==> src/design/dwd_consts.svh <==
`ifndef DWD_CONSTS_SVH
`define DWD_CONSTS_SVH

// ----------------------------------------------------------------
// rates
// ----------------------------------------------------------------
`define DWD_CORE_HZ        25000000
`define DWD_RC_HZ          128000

// ----------------------------------------------------------------
// window watchdog counter
// ----------------------------------------------------------------
`define DWD_WWDG_W         7
`define DWD_WWDG_ARM_BIT   6
`define DWD_WWDG_EXPIRE    7'h3f
`define DWD_WWDG_RST_VAL   7'h7f
`define DWD_WWDG_WIN_RST   7'h7f
`define DWD_WWDG_TICK_CYC  12288

// ----------------------------------------------------------------
// independent watchdog counter
// ----------------------------------------------------------------
`define DWD_IWDG_W         8
`define DWD_IWDG_RST_VAL   8'hff
`define DWD_IWDG_PRE_W     3
`define DWD_IWDG_DIV_W     10
`define DWD_IWDG_DIV_BASE  2

`endif

==> src/design/dwd_pkg.sv <==
`include "dwd_consts.svh"

package dwd_pkg;

  typedef enum logic [1:0] {
    WD_OFF,
    WD_RUN,
    WD_FIRED
  } dwd_state_e;

  // software commands to the window watchdog (one-cycle strobes plus data)
  typedef struct packed {
    logic                       start;
    logic                       reload;
    logic [`DWD_WWDG_W-1:0]     value;
    logic                       set_window;
    logic [`DWD_WWDG_W-1:0]     window;
  } dwd_wwdg_cmd_s;

  // software commands to the independent watchdog
  typedef struct packed {
    logic                       start;
    logic                       key_write;
    logic [`DWD_IWDG_W-1:0]     reload;
    logic [`DWD_IWDG_PRE_W-1:0] prescale;
  } dwd_iwdg_cmd_s;

  typedef struct packed {
    logic                       s1;
    logic                       s2;
    logic                       s3;
    logic                       lvl;
    dwd_state_e                 st;
    logic [`DWD_IWDG_DIV_W-1:0] div;
    logic [`DWD_IWDG_W-1:0]     count;
    logic [`DWD_IWDG_W-1:0]     reload;
    logic [`DWD_IWDG_PRE_W-1:0] prescale;
    logic                       rst_pulse;
    logic                       opt_taken;
    logic                       active;
  } dwd_iwdg_state_s;

  typedef struct packed {
    dwd_state_e                 st;
    logic [15:0]                tick;
    logic [`DWD_WWDG_W-1:0]     count;
    logic [`DWD_WWDG_W-1:0]     window;
    logic                       opt_taken;
    logic                       rst_req;
    logic                       cause_wwdg;
    logic                       cause_iwdg;
    logic                       active;
  } dwd_top_state_s;

endpackage

==> src/design/dwd_iwdg.sv <==
`include "dwd_consts.svh"

module dwd_iwdg (
  input  logic                       core_clk,
  input  logic                       rstn,
  input  logic                       low_speed_internal_rc_clock,
  input  logic                       opt_hw_iwdg,
  input  dwd_pkg::dwd_iwdg_cmd_s     cmd,
  output logic                       active,
  output logic [`DWD_IWDG_W-1:0]     count,
  output logic                       rst_pulse
);

  dwd_pkg::dwd_iwdg_state_s st_r;
  dwd_pkg::dwd_iwdg_state_s st_nxt;
  logic                     rc_rise;
  logic [`DWD_IWDG_DIV_W-1:0] div_lim;

  // ----------------------------------------------------------------
  // counting clock: three-stage sync, edge once stages 2 and 3 agree
  // ----------------------------------------------------------------
  // rc edge detect
  assign rc_rise  = st_r.s2 & st_r.s3 & ~st_r.lvl;
  assign div_lim  = `DWD_IWDG_DIV_W'((`DWD_IWDG_DIV_BASE << st_r.prescale) - 1);

  always_comb begin
    st_nxt           = st_r;
    st_nxt.s1        = low_speed_internal_rc_clock;
    st_nxt.s2        = st_r.s1;
    st_nxt.s3        = st_r.s2;
    st_nxt.rst_pulse = 1'b0;
    if (st_r.s2 == st_r.s3) begin
      st_nxt.lvl = st_r.s3;
    end
    if (!st_r.opt_taken) begin
      st_nxt.opt_taken = 1'b1;
      if (opt_hw_iwdg) begin
        st_nxt.st = dwd_pkg::WD_RUN;
      end
    end
    case (st_r.st)
      dwd_pkg::WD_OFF: begin
        if (cmd.start) begin
          st_nxt.st       = dwd_pkg::WD_RUN;
          st_nxt.reload   = cmd.reload;
          st_nxt.prescale = cmd.prescale;
          st_nxt.count    = cmd.reload;
          st_nxt.div      = '0;
        end
      end
      dwd_pkg::WD_RUN: begin
        // no stop path, start is ignored once running
        if (cmd.key_write) begin
          st_nxt.count = st_r.reload;
          st_nxt.div   = '0;
        end else if (rc_rise) begin
          if (st_r.div == div_lim) begin
            st_nxt.div = '0;
            if (st_r.count == '0) begin
              st_nxt.st        = dwd_pkg::WD_FIRED;
              st_nxt.rst_pulse = 1'b1;
            end else begin
              st_nxt.count = st_r.count - 1'b1;
            end
          end else begin
            st_nxt.div = st_r.div + 1'b1;
          end
        end
      end
      dwd_pkg::WD_FIRED: begin
        st_nxt.st = dwd_pkg::WD_FIRED;
      end
      default: begin
        st_nxt.st = dwd_pkg::WD_OFF;
      end
    endcase
    // active is a flop of its own so the port needs no decode
    st_nxt.active = (st_nxt.st != dwd_pkg::WD_OFF);
  end

  always_ff @(posedge core_clk) begin
    if (!rstn) begin
      st_r          <= '0;
      st_r.st       <= dwd_pkg::WD_OFF;
      st_r.count    <= `DWD_IWDG_RST_VAL;
      st_r.reload   <= `DWD_IWDG_RST_VAL;
      // sampler keeps running through reset so no false edge follows it;
      // an edge that falls inside reset is lost instead
      st_r.s1       <= low_speed_internal_rc_clock;
      st_r.s2       <= st_r.s1;
      st_r.s3       <= st_r.s2;
      st_r.lvl      <= st_r.s2;
    end else begin
      st_r <= st_nxt;
    end
  end

  assign active    = st_r.active;
  assign count     = st_r.count;
  assign rst_pulse = st_r.rst_pulse;

endmodule

==> src/design/dwd_top.sv <==
`include "dwd_consts.svh"

module dwd_top #(
  parameter int WWDG_TICK_CYC = `DWD_WWDG_TICK_CYC
) (
  input  logic                       core_clk,
  input  logic                       rstn,
  input  logic                       low_speed_internal_rc_clock,
  input  logic                       opt_hw_wwdg,
  input  logic                       opt_hw_iwdg,
  input  dwd_pkg::dwd_wwdg_cmd_s     wwdg_cmd,
  input  dwd_pkg::dwd_iwdg_cmd_s     iwdg_cmd,
  output logic                       wwdg_active,
  output logic [`DWD_WWDG_W-1:0]     wwdg_count,
  output logic                       iwdg_active,
  output logic [`DWD_IWDG_W-1:0]     iwdg_count,
  output logic                       sys_rst_req,
  output logic                       cause_wwdg,
  output logic                       cause_iwdg
);

  dwd_pkg::dwd_top_state_s st_r;
  dwd_pkg::dwd_top_state_s st_nxt;
  logic                    iwdg_fire;
  logic                    wwdg_fire;
  logic [15:0]             tick_lim;
  logic                    opt_start;
  logic                    sw_start;
  logic                    running;
  logic                    tick_wrap;
  logic                    in_window;
  logic                    reload_early;
  logic                    reload_disarm;
  logic                    reload_bad;
  logic                    reload_good;
  logic                    step_due;
  logic                    step_expire;
  logic                    count_disarmed;
  logic                    req_set;

  // ----------------------------------------------------------------
  // independent watchdog
  // ----------------------------------------------------------------
  dwd_iwdg u_iwdg (
    .core_clk                    (core_clk),
    .rstn                        (rstn),
    .low_speed_internal_rc_clock (low_speed_internal_rc_clock),
    .opt_hw_iwdg                 (opt_hw_iwdg),
    .cmd                         (iwdg_cmd),
    .active                      (iwdg_active),
    .count                       (iwdg_count),
    .rst_pulse                   (iwdg_fire)
  );

  // ----------------------------------------------------------------
  // option start
  // ----------------------------------------------------------------
  // the option pin is read on the first clock after reset and never again,
  // so a later change on it can neither start nor stop the counter
  // option start
  assign opt_start = ~st_r.opt_taken & opt_hw_wwdg;

  // ----------------------------------------------------------------
  // window decode
  // ----------------------------------------------------------------
  assign running   = (st_r.st == dwd_pkg::WD_RUN);
  assign tick_lim  = 16'(WWDG_TICK_CYC - 1);
  assign tick_wrap = (st_r.tick == tick_lim);
  assign in_window = (st_r.count <= st_r.window);

  assign sw_start = (st_r.st == dwd_pkg::WD_OFF) & wwdg_cmd.start;

  assign reload_early = running & wwdg_cmd.reload & ~in_window;

  assign reload_disarm = running & wwdg_cmd.reload & ~wwdg_cmd.value[`DWD_WWDG_ARM_BIT];

  assign reload_bad  = reload_early | reload_disarm;
  assign reload_good = running & wwdg_cmd.reload & ~reload_bad;

  // a reload restarts the step timer, so a step never shares its cycle
  assign step_due = running & ~wwdg_cmd.reload & tick_wrap;

  assign step_expire = step_due & (st_r.count == (`DWD_WWDG_EXPIRE + 7'h01));

  // a start value without the arm bit would only reach the expire point after wrapping through zero,
  // so it counts as already expired rather than running on through the wrap
  // disarmed count fires
  assign count_disarmed = running & ~st_r.count[`DWD_WWDG_ARM_BIT];

  assign wwdg_fire = reload_bad | step_expire | count_disarmed;

  // ----------------------------------------------------------------
  // reset request
  // ----------------------------------------------------------------
  // both causes are kept, but rstn clears them, so software cannot tell after restart which one fired
  // request set
  assign req_set = wwdg_fire | iwdg_fire;

  // ----------------------------------------------------------------
  // next state
  // ----------------------------------------------------------------
  always_comb begin
    st_nxt           = st_r;
    st_nxt.opt_taken = 1'b1;
    if (opt_start) begin
      st_nxt.st = dwd_pkg::WD_RUN;
    end
    // window may move in any state, it only matters at reload
    if (wwdg_cmd.set_window) begin
      st_nxt.window = wwdg_cmd.window;
    end
    case (st_r.st)
      dwd_pkg::WD_OFF: begin
        if (sw_start) begin
          st_nxt.st    = dwd_pkg::WD_RUN;
          st_nxt.count = wwdg_cmd.value;
          st_nxt.tick  = '0;
        end
      end
      dwd_pkg::WD_RUN: begin
        if (reload_good) begin
          st_nxt.count = wwdg_cmd.value;
          st_nxt.tick  = '0;
        end else if (step_due) begin
          st_nxt.count = st_r.count - 1'b1;
          st_nxt.tick  = '0;
        end else if (!wwdg_cmd.reload) begin
          st_nxt.tick = st_r.tick + 1'b1;
        end
        if (wwdg_fire) begin
          st_nxt.st = dwd_pkg::WD_FIRED;
        end
      end
      dwd_pkg::WD_FIRED: begin
        st_nxt.st = dwd_pkg::WD_FIRED;
      end
      default: begin
        st_nxt.st = dwd_pkg::WD_OFF;
      end
    endcase
    if (req_set) begin
      st_nxt.rst_req = 1'b1;
    end
    if (wwdg_fire) begin
      st_nxt.cause_wwdg = 1'b1;
    end
    if (iwdg_fire) begin
      st_nxt.cause_iwdg = 1'b1;
    end
    // active is a flop of its own so the port needs no decode
    st_nxt.active = (st_nxt.st != dwd_pkg::WD_OFF);
  end

  // ----------------------------------------------------------------
  // state register
  // ----------------------------------------------------------------
  // stickiness trades a fixed pulse width for a request that holds until rstn
  // goes low, however long the reset controller takes to act
  always_ff @(posedge core_clk) begin
    if (!rstn) begin
      st_r        <= '0;
      st_r.st     <= dwd_pkg::WD_OFF;
      st_r.count  <= `DWD_WWDG_RST_VAL;
      st_r.window <= `DWD_WWDG_WIN_RST;
    end else begin
      st_r <= st_nxt;
    end
  end

  assign wwdg_active = st_r.active;
  assign wwdg_count  = st_r.count;
  assign sys_rst_req = st_r.rst_req;
  assign cause_wwdg  = st_r.cause_wwdg;
  assign cause_iwdg  = st_r.cause_iwdg;

endmodule

==> config.mk <==
export PLATFORM = sky130hd
export DESIGN_NAME = dwd_top
export DESIGN_NICKNAME = d
export VERILOG_FILES = /design/src/design/dwd_pkg.sv /design/src/design/dwd_iwdg.sv /design/src/design/dwd_top.sv
export VERILOG_INCLUDE_DIRS = /design/src /design/src/design
export SDC_FILE = /design/constraint.sdc
export NUM_CORES = 1
export LEC_CHECK = 0
export BUFFER_PORTS_ARGS = -buffer_cell sky130_fd_sc_hd__buf_2
export CAP_MARGIN = 40
export CORE_UTILIZATION = 53
export CTS_CLUSTER_SIZE = 16
export DETAILED_ROUTE_END_ITERATION = 6
export PLACE_DENSITY = 0.77
export SLEW_MARGIN = 10
export SYNTH_ARGS = -nofsm -noshare
export SYNTH_HDL_FRONTEND = slang
export SYNTH_HIERARCHICAL = 1
export SYNTH_SLANG_ARGS = --single-unit
export TNS_END_PERCENT = 20
==> constraint.sdc <==
create_clock -name core_clk -period 2.8 [get_ports core_clk]
set_input_delay 0 -clock core_clk [delete_from_list [all_inputs] [get_ports core_clk]]
set_output_delay 0 -clock core_clk [all_outputs]
set_load 0.005 [all_outputs]
==> results.tsv, run 1 <==
stage	metric	value	unit
timing	whs	0.01752	ns
logic_synthesis	yosys_warnings	6	
logic_synthesis	synth_edf_count	1	
clock_tree	htree_levels	3	
placement	dp_hpwl	6917	um
pwr	leakage	1.924	nW
timing	period_share	95.05	%
timing	tns	0	ns
detailed_routing	drtPass1Iterations	4	
timing	fin_crit	2.661	ns
outcome	status	finished clean	
clock_tree	cts_tree	done	
floorplanning	die_w	91.69	um
final_layout	layout-drive-gt1-share	19.55	%
timing	slew_headroom	50.31	%
logic_synthesis	seq_area_frac_synth	35.46	%
logic_synthesis	synth_common_cells	dfxtp_1, nand2_1, nor2_1	
logic_synthesis	synth_cells	513	
pwr	peakVddDrop	0.3329	mV
critical_path	crit_cells	8	
placement	gp_congestion	0.8874	
detailed_routing	vias	3974	
clock_tree	cts_sinks	75	
critical_path	critPathKind	reg -> reg	
pwr	pwr-share-comb	25.0	%
floorplanning	rows	32	
global_route	gr-total-overflow	0	
timing	clock.fmax	375.7	MHz
final_layout	register_area	1511	um2
logic_synthesis	async_flop_share	0	%
detailed_routing	detail_route.wl_per_cell	14.48	um
clock_tree	worstSkewPairLatency	0.34	ns
detailed_routing	via_per_inst	5.844	
job	drv_cap	0	
clock_tree	clk_pin_slew	0.09	ns
detailed_routing	routed_wl	9849	um
critical_path	cp_max_fo	6	
logic_synthesis	postSynthAreaPerCell	8.310	um2
critical_path	rr_worst_depth	8	
global_route	grt_pass1_vias	3908	
timing	hold_viol_final	0	
pwr	pwr-share-clk	28.6	%
final_layout	multi_input_area	2462	um2
logic_synthesis	synth_seq_cells	75	
critical_path	path_buf_inv	0	
final_layout	antenna_cells	0	
global_route	grt_pass1_wl	17140	um
global_route	grtUsageTotal	24.92	%
pwr	seqPwrFrac	46.5	%
logic_synthesis	synth_area_leaders	dfxtp_1, nand2_1, a21oi_1, ha_1, nand3_1	
critical_path	startpoint_type	flip-flop	
critical_path	worstPathArrival	2.90	ns
timing	final-setup-viol-count	0	
logic_synthesis	synth_top_area_cell	dfxtp_1	
clock_tree	max-clock-path-buffers	2	
timing	tightest_slew	0.7403	ns
detailed_routing	drcViolationCount	0	
global_route	antenna_found_initial	0	
clock_tree	cts_inserted_buffers	9	
final_layout	final_util	63.69	%
detailed_routing	drt_iter0_drc	183	
floorplanning	dieArea	8406	um2
timing	rsz0062_at_grt	no	
pwr	p_switching	0.8989	mW
detailed_routing	drtAntennaViolNets	0	
floorplanning	start_util	54.88	%
final_layout	area_growth	16.06	%
clock_tree	root_buffer	clkbuf_8	
timing	finalClockSkew	0.01465	ns
logic_synthesis	yosys.area.top_type_share	34.75	%
floorplanning	core_region_area	7767	um2
final_layout	fillerInstances	660	
logic_synthesis	synth_cell_types	82	
placement	io_buffers	54	
logic_synthesis	syn_area	4263	um2
critical_path	slowest_stage	or4_4	
floorplanning	num_io_pins	55	
pwr	switching_share	33.27	%
pwr	power_density	546.2	nW/um2
timing	slew_viol_final	0	
min_path	hold_class	in -> reg	
floorplanning	die_h	91.69	um
min_path	min_delay_path_depth	3	
critical_path	crit_chain	or3_1 > ha_2 > nor3b_1 > or4_4 > a32oi_4 > and4_4 > nor2_4 > a211o_1	
logic_synthesis	syn-num-nets	562	
critical_path	cp_top_family	simple AND/OR/NAND/NOR gates	
critical_path	max_stage_delay	0.52	ns
pwr	p_int	1.803	mW
critical_path	end_kind	flip-flop	
logic_synthesis	synth_most_common_cell	dfxtp_1	
global_route	grt_max_degree	40	
final_layout	layout.nets	622	
logic_synthesis	yosys_most_used_dff	dfxtp_1	
critical_path	cp.required	3.04	ns
worst paths after layout:
path | startpoint | endpoint | slack (ns)
setup / recovery | u_iwdg/st_r[5] | u_iwdg/count[2] | 0.14
hold / removal | wwdg_cmd[13] | wwdg_count[5] | 0.02
setup reg to reg | u_iwdg/st_r[5] | u_iwdg/count[2] | 0.14
hold reg to reg | u_iwdg/st_nxt[36] | u_iwdg/st_nxt[35] | 0.33
power by group through the flow:
| stage | registers (mW) | clock network (mW) | logic, mW |
|---|---|---|---|
| floorplan | 1.24 | 0 | 0.526 |
| global placement | 1.28 | 0 | 0.620 |
| detailed placement | 1.28 | 0 | 0.637 |
| CTS | 1.25 | 0.797 | 0.667 |
| global route | 1.27 | 0.839 | 0.747 |
| finish | 1.26 | 0.772 | 0.674 |
layer usage:
layer,routed length [um],up-vias,global-route usage [%]
met2,4873,124,44.99
li1,-,1981,-
met1,4365,1860,29.10
met3,509,9,5.556
met4,102,0,7.937
met5,0,-,0
cell usage in the layout, fill, tap and decap left out, drive strengths merged, types with 3 or more instances in the layout:
master	instances
inv	26
and3	5
or2	6
nor2b	3
nand3b	3
nand2	61
nand3	31
o31ai	8
a32oi	3
a21oi	37
dlygate4sd3	23
xor2	11
o21ai	19
nor4	3
and2	3
ha	14
or4	9
a221oi	4
a31oi	7
o2111ai	4
nor2	41
o311ai	6
a211oi	6
dfxtp	74
a22oi	3
nand4	9
xnor2	10
nand2b	5
nor3b	5
or3	6
clkbuf	10
o21a	4
nor3	13
buf	64
o211ai	6
logic make-up (layout without fill, tap and decap cells):
family / count (synthesis) / count (layout) / share of synthesized area, %
buffers and inverters: 61 / 126 / 7.162
adders and majority gates: 14 / 14 / 4.109
xor gates and xnor gates: 21 / 21 / 4.314
and+or+nand+nor: 211 / 211 / 25.86
muxes: 3 / 3 / 0.7338
AOI/OAI and AO/OA: 128 / 128 / 22.37
DFF: 75 / 75 / 35.46
layout make-up:
class | instances | share of cell area [%]
Timing Repair Buffer | 87 | 11.63
Inverter | 23 | 1.745
Clock buffer | 10 | 2.782
Sequential cell | 75 | 30.55
Clock inverter | 6 | 0.9358
Tap cell | 102 | 2.580
Multi-Input combinational cell | 377 | 49.77
worst register-to-register path, stage by stage (launching register included):
cell and delay (ns):
dfxtp_1 0.31, or3_1 0.37, ha_2 0.23, nor3b_1 0.17, or4_4 0.52, a32oi_4 0.27, and4_4 0.31, nor2_4 0.07
a211o_1 0.31
state kept, by name (all words and copies together), names as in the netlist, 2 cells and up:
signal / count
st_r: 26
u_iwdg/st_r: 26
u_iwdg/count: 8
wwdg_count: 7
u_iwdg/st_nxt: 2
metrics by stage:
step | setup WS (ns) | cells | instance area [um2] | total power, mW
floorplan | 0.03363 | 513 | 4263 | 1.771
global placement | 0.1386 | 641 | 4517 | 1.895
detailed placement | 0.06925 | 641 | 4517 | 1.915
CTS | 0.05974 | 680 | 4931 | 2.717
global route | 0.06638 | 680 | 4947 | 2.854
finish | 0.1385 | 680 | 4947 | 2.702
timing repair:
action,4_1_cts,5_1_grt
gates resized for setup,0,4
hold buffers,23,0
setup endpoints to repair,0,5
hold endpoints to repair,25,0
setup buffers,0,0
Power figures use the tool's default switching activity.
==> inputs of run 2 (changes only) <==
- CORE_UTILIZATION: 53 -> 58
- PLACE_DENSITY: 0.77 -> 0.8
- clock period: 2.8 -> 2.6 ns (I/O delays scaled with it)
==> results.tsv, run 2 (synthesis results as in run 1) <==
stage	metric	value	unit	change
outcome	status	finished with violations		
outcome	violations	setup timing		
critical_path	regToRegSetupSlack	-0.02	ns	-0.16 ns
placement	place_area	4524	um2	+0.17%
detailed_routing	wl_met1	4222	um	-3.3%
clock_tree	htree_levels	3		unchanged
final_layout	fin_area	4994	um2	+0.94%
critical_path	cp.required	2.85	ns	-0.19 ns
clock_tree	clk_pin_slew	0.08	ns	about the same
detailed_routing	drtAntennaViolNets	0		unchanged
timing	hold_viol_final	0		unchanged
detailed_routing	drcViolationCount	0		unchanged
clock_tree	root_buffer	clkbuf_8		
clock_tree	cts_sinks	75		unchanged
min_path	min_delay_path_depth	3		unchanged
critical_path	worstPathArrival	2.87	ns	-0.03 ns
clock_tree	cts_tree	done		
timing	tightest_slew	0.7434	ns	+0.003064 ns
global_route	gr-total-overflow	0		unchanged
timing	fin_crit	2.622	ns	-0.03938 ns
floorplanning	core_region_area	6944	um2	-11%
final_layout	largestRegisters	st_r x26, u_iwdg/st_r x26, u_iwdg/count x8		
placement	io_buffers	54		unchanged
final_layout	layout.nets	621		-0.16%
clock_tree	max-clock-path-buffers	2		unchanged
floorplanning	start_util	61.39	%	+6.5 points
clock_tree	worstSkewPairLatency	0.34	ns	about the same
job	drv_cap	0		unchanged
timing	whs	0.02780	ns	+0.01028 ns
global_route	grt_pass1_vias	3690		-5.6%
global_route	antenna_found_initial	0		unchanged
timing	slew_headroom	50.06	%	-0.25 points
timing	slew_viol_final	0		unchanged
global_route	grt_max_degree	40		unchanged
timing	setup_ws	-0.02208	ns	-0.1606 ns
placement	dp_hpwl	7057	um	+2.0%
critical_path	critPathKind	reg -> reg		
detailed_routing	wl_met3	550	um	+8.1%
timing	finalClockSkew	0.01414	ns	-0.0005144 ns
clock_tree	cts_inserted_buffers	9		unchanged
floorplanning	rows	30		-6.3%
critical_path	rr_worst_depth	8		unchanged
floorplanning	dieArea	7697	um2	-8.4%
detailed_routing	vias	3970		-0.10%
final_layout	antenna_cells	0		unchanged
critical_path	startpoint	u_iwdg/st_r[5]		
critical_path	cp_max_fo	6		unchanged
floorplanning	die_h	87.73	um	-4.3%
timing	clock.fmax	381.4	MHz	+1.5%
critical_path	startpoint_type	flip-flop		
min_path	hold_class	in -> reg		
detailed_routing	drtPass1Iterations	5		+1
floorplanning	num_io_pins	55		unchanged
detailed_routing	via_per_inst	5.899		+0.94%
pwr	power_density	614.5	nW/um2	+13%
critical_path	end_kind	flip-flop		
critical_path	crit-reg2reg-launch	u_iwdg/st_r[5]		
clock_tree	cts_setup_buffers	0		unchanged
pwr	leakage	1.950	nW	+1.4%
pwr	peakVddDrop	0.3612	mV	+8.5%
min_path	min_to	st_r[6]		
detailed_routing	met2_wirelength	5036	um	+3.3%
timing	rsz0062_at_grt	yes		
detailed_routing	detail_route.wl_per_cell	14.69	um	+1.4%
detailed_routing	top_layer	met4		
placement	gp_congestion	0.8827		-0.53%
detailed_routing	drt_iter0_drc	203		+11%
final_layout	layout-drive-gt1-share	19.93	%	+0.38 points
final_layout	mostFrequentLayoutCell	dfxtp_1		
min_path	min-delay-start	wwdg_cmd[7]		
critical_path	r2r_end	u_iwdg/count[3]		
detailed_routing	routed_wl	9887	um	+0.39%
global_route	grt_pass1_wl	16600	um	-3.1%
timing	period_share	100.8	%	+5.8 points
final_layout	most-common-layout-cells	dfxtp_1, nand2_1, buf_2		
global_route	grtUsageTotal	27.16	%	+2.2 points
floorplanning	die_w	87.73	um	-4.3%
timing	tns	-0.06147	ns	-0.06147 ns
final_layout	area_growth	17.14	%	
placement	pre_cts_ws	0.03760	ns	-0.03166 ns
timing	final-setup-viol-count	4		+4
## run 2: layer usage
| layer | vias up | GRT usage [%] |
|---|---|---|
| met2 | 124 | 50.32 |
| met4 | 0 | 6.110 |
| met1 | 1863 | 31.40 |
| met5 | - | 0 |
| met3 | 8 | 6.598 |
| li1 | 1975 | - |
## run 2: worst max-delay path by stage
stage / to / slack, ns / cells past startpoint
floorplan: u_iwdg/count[2] / 0.02 / 9
global placement: u_iwdg/count[2] / 0.10 / 8
detailed placement: u_iwdg/count[3] / 0.04 / 8
CTS: u_iwdg/count[3] / 0.02 / 8
global route: u_iwdg/count[7] / -0.09 / 10
finish: u_iwdg/count[3] / -0.02 / 8
## run 2: layout make-up
class,count,area [um2]
sequential,75,1513
tap,96,120.1
timing repair buffer,86,568.0
clock inverter,4,52.55
inverter,23,86.33
multi-input combinational,377,2477
clock buffer,12,176.4
fill,538,1951
## run 2: per-stage QoR
step                instances  utilization, %  power, mW
floorplan                 513               -      1.914
global placement          634           65.15      2.044
detailed placement        634           65.15      2.071
CTS                       673           71.77      3.082
global route              673           71.91      3.238
finish                    673           71.91      3.068
## run 2: critical path: stages (launching register included)
cell and delay [ns]:
dfxtp_1 0.32, or3_4 0.39, ha_4 0.19, nor3b_2 0.18, or4_4 0.50, a32oi_4 0.27, and4_4 0.32, nor2_4 0.06
o311ai_1 0.29
## run 2: timing repair
| action | CTS | global route |
|---|---|---|
| resized for setup | 0 | 3 |
| hold buffers | 23 | 0 |
| setup endpoints to repair | 0 | 14 |
| hold endpoints to repair | 25 | 0 |
## run 2: report_power, final
part | total, mW | switching (mW) | leakage, nW | internal [mW]
Combinational | 0.729 | 0.407 | 1.21 | 0.322
Clock | 0.985 | 0.427 | 0.118 | 0.558
Sequential | 1.35 | 0.111 | 0.619 | 1.24
==> inputs of run 3 (changes only) <==
- CORE_MARGIN: not set -> 2
- MAX_ROUTING_LAYER: not set -> met4
==> results.tsv, run 3 (synthesis results as in run 1) <==
stage	metric	value	unit	change
outcome	status	finished with violations		
outcome	violations	setup timing		
pwr	seqPwrFrac	42.3	%	-1.8 points
critical_path	cp_max_fo	6		unchanged
critical_path	regToRegSetupSlack	-0.04	ns	about the same
detailed_routing	drt_iter0_drc	174		-14%
detailed_routing	detail_route.wl_per_cell	15.22	um	+3.6%
floorplanning	rows	31		+3.3%
critical_path	critPathKind	reg -> reg		
timing	tns	-0.08564	ns	-0.02416 ns
final_layout	most-common-layout-cells	dfxtp_1, nand2_1, buf_2		
global_route	grtUsageTotal	26.69	%	-0.47 points
timing	final-setup-viol-count	4		unchanged
job	drv_cap	0		unchanged
placement	io_buffers	54		unchanged
pwr	pwr-share-comb	24.4	%	+0.6 points
pwr	pwr-share-clk	33.3	%	+1.2 points
detailed_routing	via_per_inst	5.894		about the same
detailed_routing	drtAntennaViolNets	0		unchanged
clock_tree	root_buffer	clkbuf_8		
pwr	p_switching	0.9802	mW	+3.6%
detailed_routing	vias	4008		+0.96%
timing	setup_ws	-0.03605	ns	-0.01398 ns
critical_path	path_buf_inv	0		unchanged
placement	gp_congestion	0.9250		+4.8%
critical_path	max_stage_delay	0.50	ns	about the same
detailed_routing	drcViolationCount	0		unchanged
floorplanning	num_io_pins	55		unchanged
min_path	min_delay_path_depth	3		unchanged
critical_path	startpoint_type	flip-flop		
timing	whs	0.03115	ns	+0.003350 ns
floorplanning	dieArea	8051	um2	+4.6%
global_route	grt_pass1_vias	3807		+3.2%
final_layout	antenna_cells	0		unchanged
timing	slew_viol_final	0		unchanged
pwr	power_density	627.0	nW/um2	+2.0%
final_layout	largestRegisters	st_r x26, u_iwdg/st_r x26, u_iwdg/count x8		
clock_tree	cts_tree	done		
timing	tightest_slew	0.7019	ns	-0.04143 ns
pwr	peakVddDrop	0.3041	mV	-16%
placement	dp_hpwl	7077	um	+0.27%
final_layout	layout-drive-gt1-share	20.48	%	+0.55 points
clock_tree	cts_setup_buffers	0		unchanged
detailed_routing	routed_wl	10350	um	+4.7%
clock_tree	htree_levels	3		unchanged
pwr	finalPower	3.161	mW	+3.0%
critical_path	end_kind	flip-flop		
timing	rsz0062_at_grt	yes		
floorplanning	die_w	89.73	um	+2.3%
min_path	hold_class	in -> reg		
timing	clock.fmax	379.4	MHz	-0.53%
clock_tree	max-clock-path-buffers	2		unchanged
timing	finalClockSkew	0.009409	ns	-0.004727 ns
critical_path	crit_chain	or3_4 > ha_4 > nor3b_2 > or4_4 > a32oi_4 > and4_4 > nor2_4 > o311ai_1		
clock_tree	cts_inserted_buffers	9		unchanged
min_path	min-delay-start	wwdg_cmd[7]		
min_path	min_to	st_r[9]		
placement	dp.cells	641		+1.1%
final_layout	final-instance-count-excl-fill	680		+1.0%
global_route	grt_pass1_wl	17440	um	+5.1%
global_route	grt_max_degree	40		unchanged
final_layout	layout.nets	625		+0.64%
critical_path	slowest_stage	or4_4		
clock_tree	worstSkewPairLatency	0.35	ns	about the same
timing	slew_headroom	52.85	%	+2.8 points
final_layout	area_growth	18.26	%	
pwr	switching_share	31.01	%	+0.19 points
pwr	leakage	1.970	nW	+1.0%
final_layout	fillerInstances	554		+3.0%
floorplanning	die_h	89.73	um	+2.3%
critical_path	crit-reg2reg-launch	u_iwdg/st_r[5]		
timing	fin_crit	2.636	ns	+0.01398 ns
clock_tree	clk_pin_slew	0.08	ns	about the same
critical_path	cp.required	2.86	ns	about the same
final_layout	final_util	70.25	%	-1.7 points
detailed_routing	drtPass1Iterations	4		-1
pwr	p_int	2.181	mW	+2.7%
floorplanning	start_util	59.41	%	-2.0 points
final_layout	mostFrequentLayoutCell	dfxtp_1		
clock_tree	cts_sinks	75		unchanged
critical_path	worstPathArrival	2.89	ns	+0.02 ns
critical_path	rr_worst_depth	8		unchanged
critical_path	r2r_end	u_iwdg/count[3]		
global_route	gr-total-overflow	0		unchanged
critical_path	cp_top_family	simple AND/OR/NAND/NOR gates		
timing	period_share	101.4	%	+0.54 points
global_route	antenna_found_initial	0		unchanged
timing	hold_viol_final	0		unchanged
floorplanning	core_region_area	7176	um2	+3.3%
critical_path	crit_cells	8		unchanged
[run 3: how the worst max path moves through the flow]
stage | from | endpoint
2_1_floorplan | u_iwdg/st_r[5] | u_iwdg/count[2]
3_3_place_gp | u_iwdg/st_r[5] | u_iwdg/count[2]
3_5_place_dp | u_iwdg/st_r[5] | u_iwdg/count[3]
4_1_cts | u_iwdg/st_r[5] | u_iwdg/count[7]
5_1_grt | u_iwdg/st_r[5] | u_iwdg/count[3]
6_report | u_iwdg/st_r[5] | u_iwdg/count[3]
[run 3: worst register-to-register path, stage by stage (launching register included)]
cell,delay [ns]
dfxtp_2,0.33
or3_4,0.39
ha_4,0.19
nor3b_2,0.18
or4_4,0.50
a32oi_4,0.27
and4_4,0.32
nor2_4,0.06
o311ai_1,0.31
[run 3: layout make-up]
type / count / area (um2) / area share [%]
clock inverter: 5 / 82.58 / 1.638
sequential: 75 / 1513 / 30.01
clock buffer: 11 / 152.6 / 3.028
timing repair buffer: 90 / 601.8 / 11.94
tap: 99 / 123.9 / 2.457
multi-input combinational: 377 / 2481 / 49.22
inverter: 23 / 86.33 / 1.713
[run 3: metrics by stage]
| step | cell area, um2 | setup WS [ns] |
|---|---|---|
| global placement | 4558 | 0.1128 |
| finish | 5041 | -0.03605 |
| global route | 5041 | -0.1611 |
| floorplan | 4292 | 0.01641 |
| detailed placement | 4558 | 0.04280 |
| CTS | 5029 | 0.02359 |
[run 3: what timing repair did]
item | 4_1_cts | 5_1_grt
pin swaps | 0 | 5
gates resized for setup | 1 | 4
setup endpoints to repair | 1 | 14
hold buffers | 23 | 0
hold endpoints to repair | 24 | 0
[run 3: routing by layer]
layer  global-route usage [%]  up-vias  part of all wire, %
li1                         -     1994                    -
met1                    32.87     1862                   44
met4                    10.00        0                  1.9
met3                    5.029       18                  5.4
met2                    43.88      134                   49
met5                        -        -                    0
[run 3: power by group through the flow]
stage	Clock, mW	Sequential [mW]	Combinational (mW)
after detailed placement	0	1.36	0.727
final	1.05	1.34	0.770
after CTS	1.07	1.34	0.761
after global placement	0	1.36	0.703
after global routing	1.12	1.35	0.850
after floorplan	0	1.34	0.574
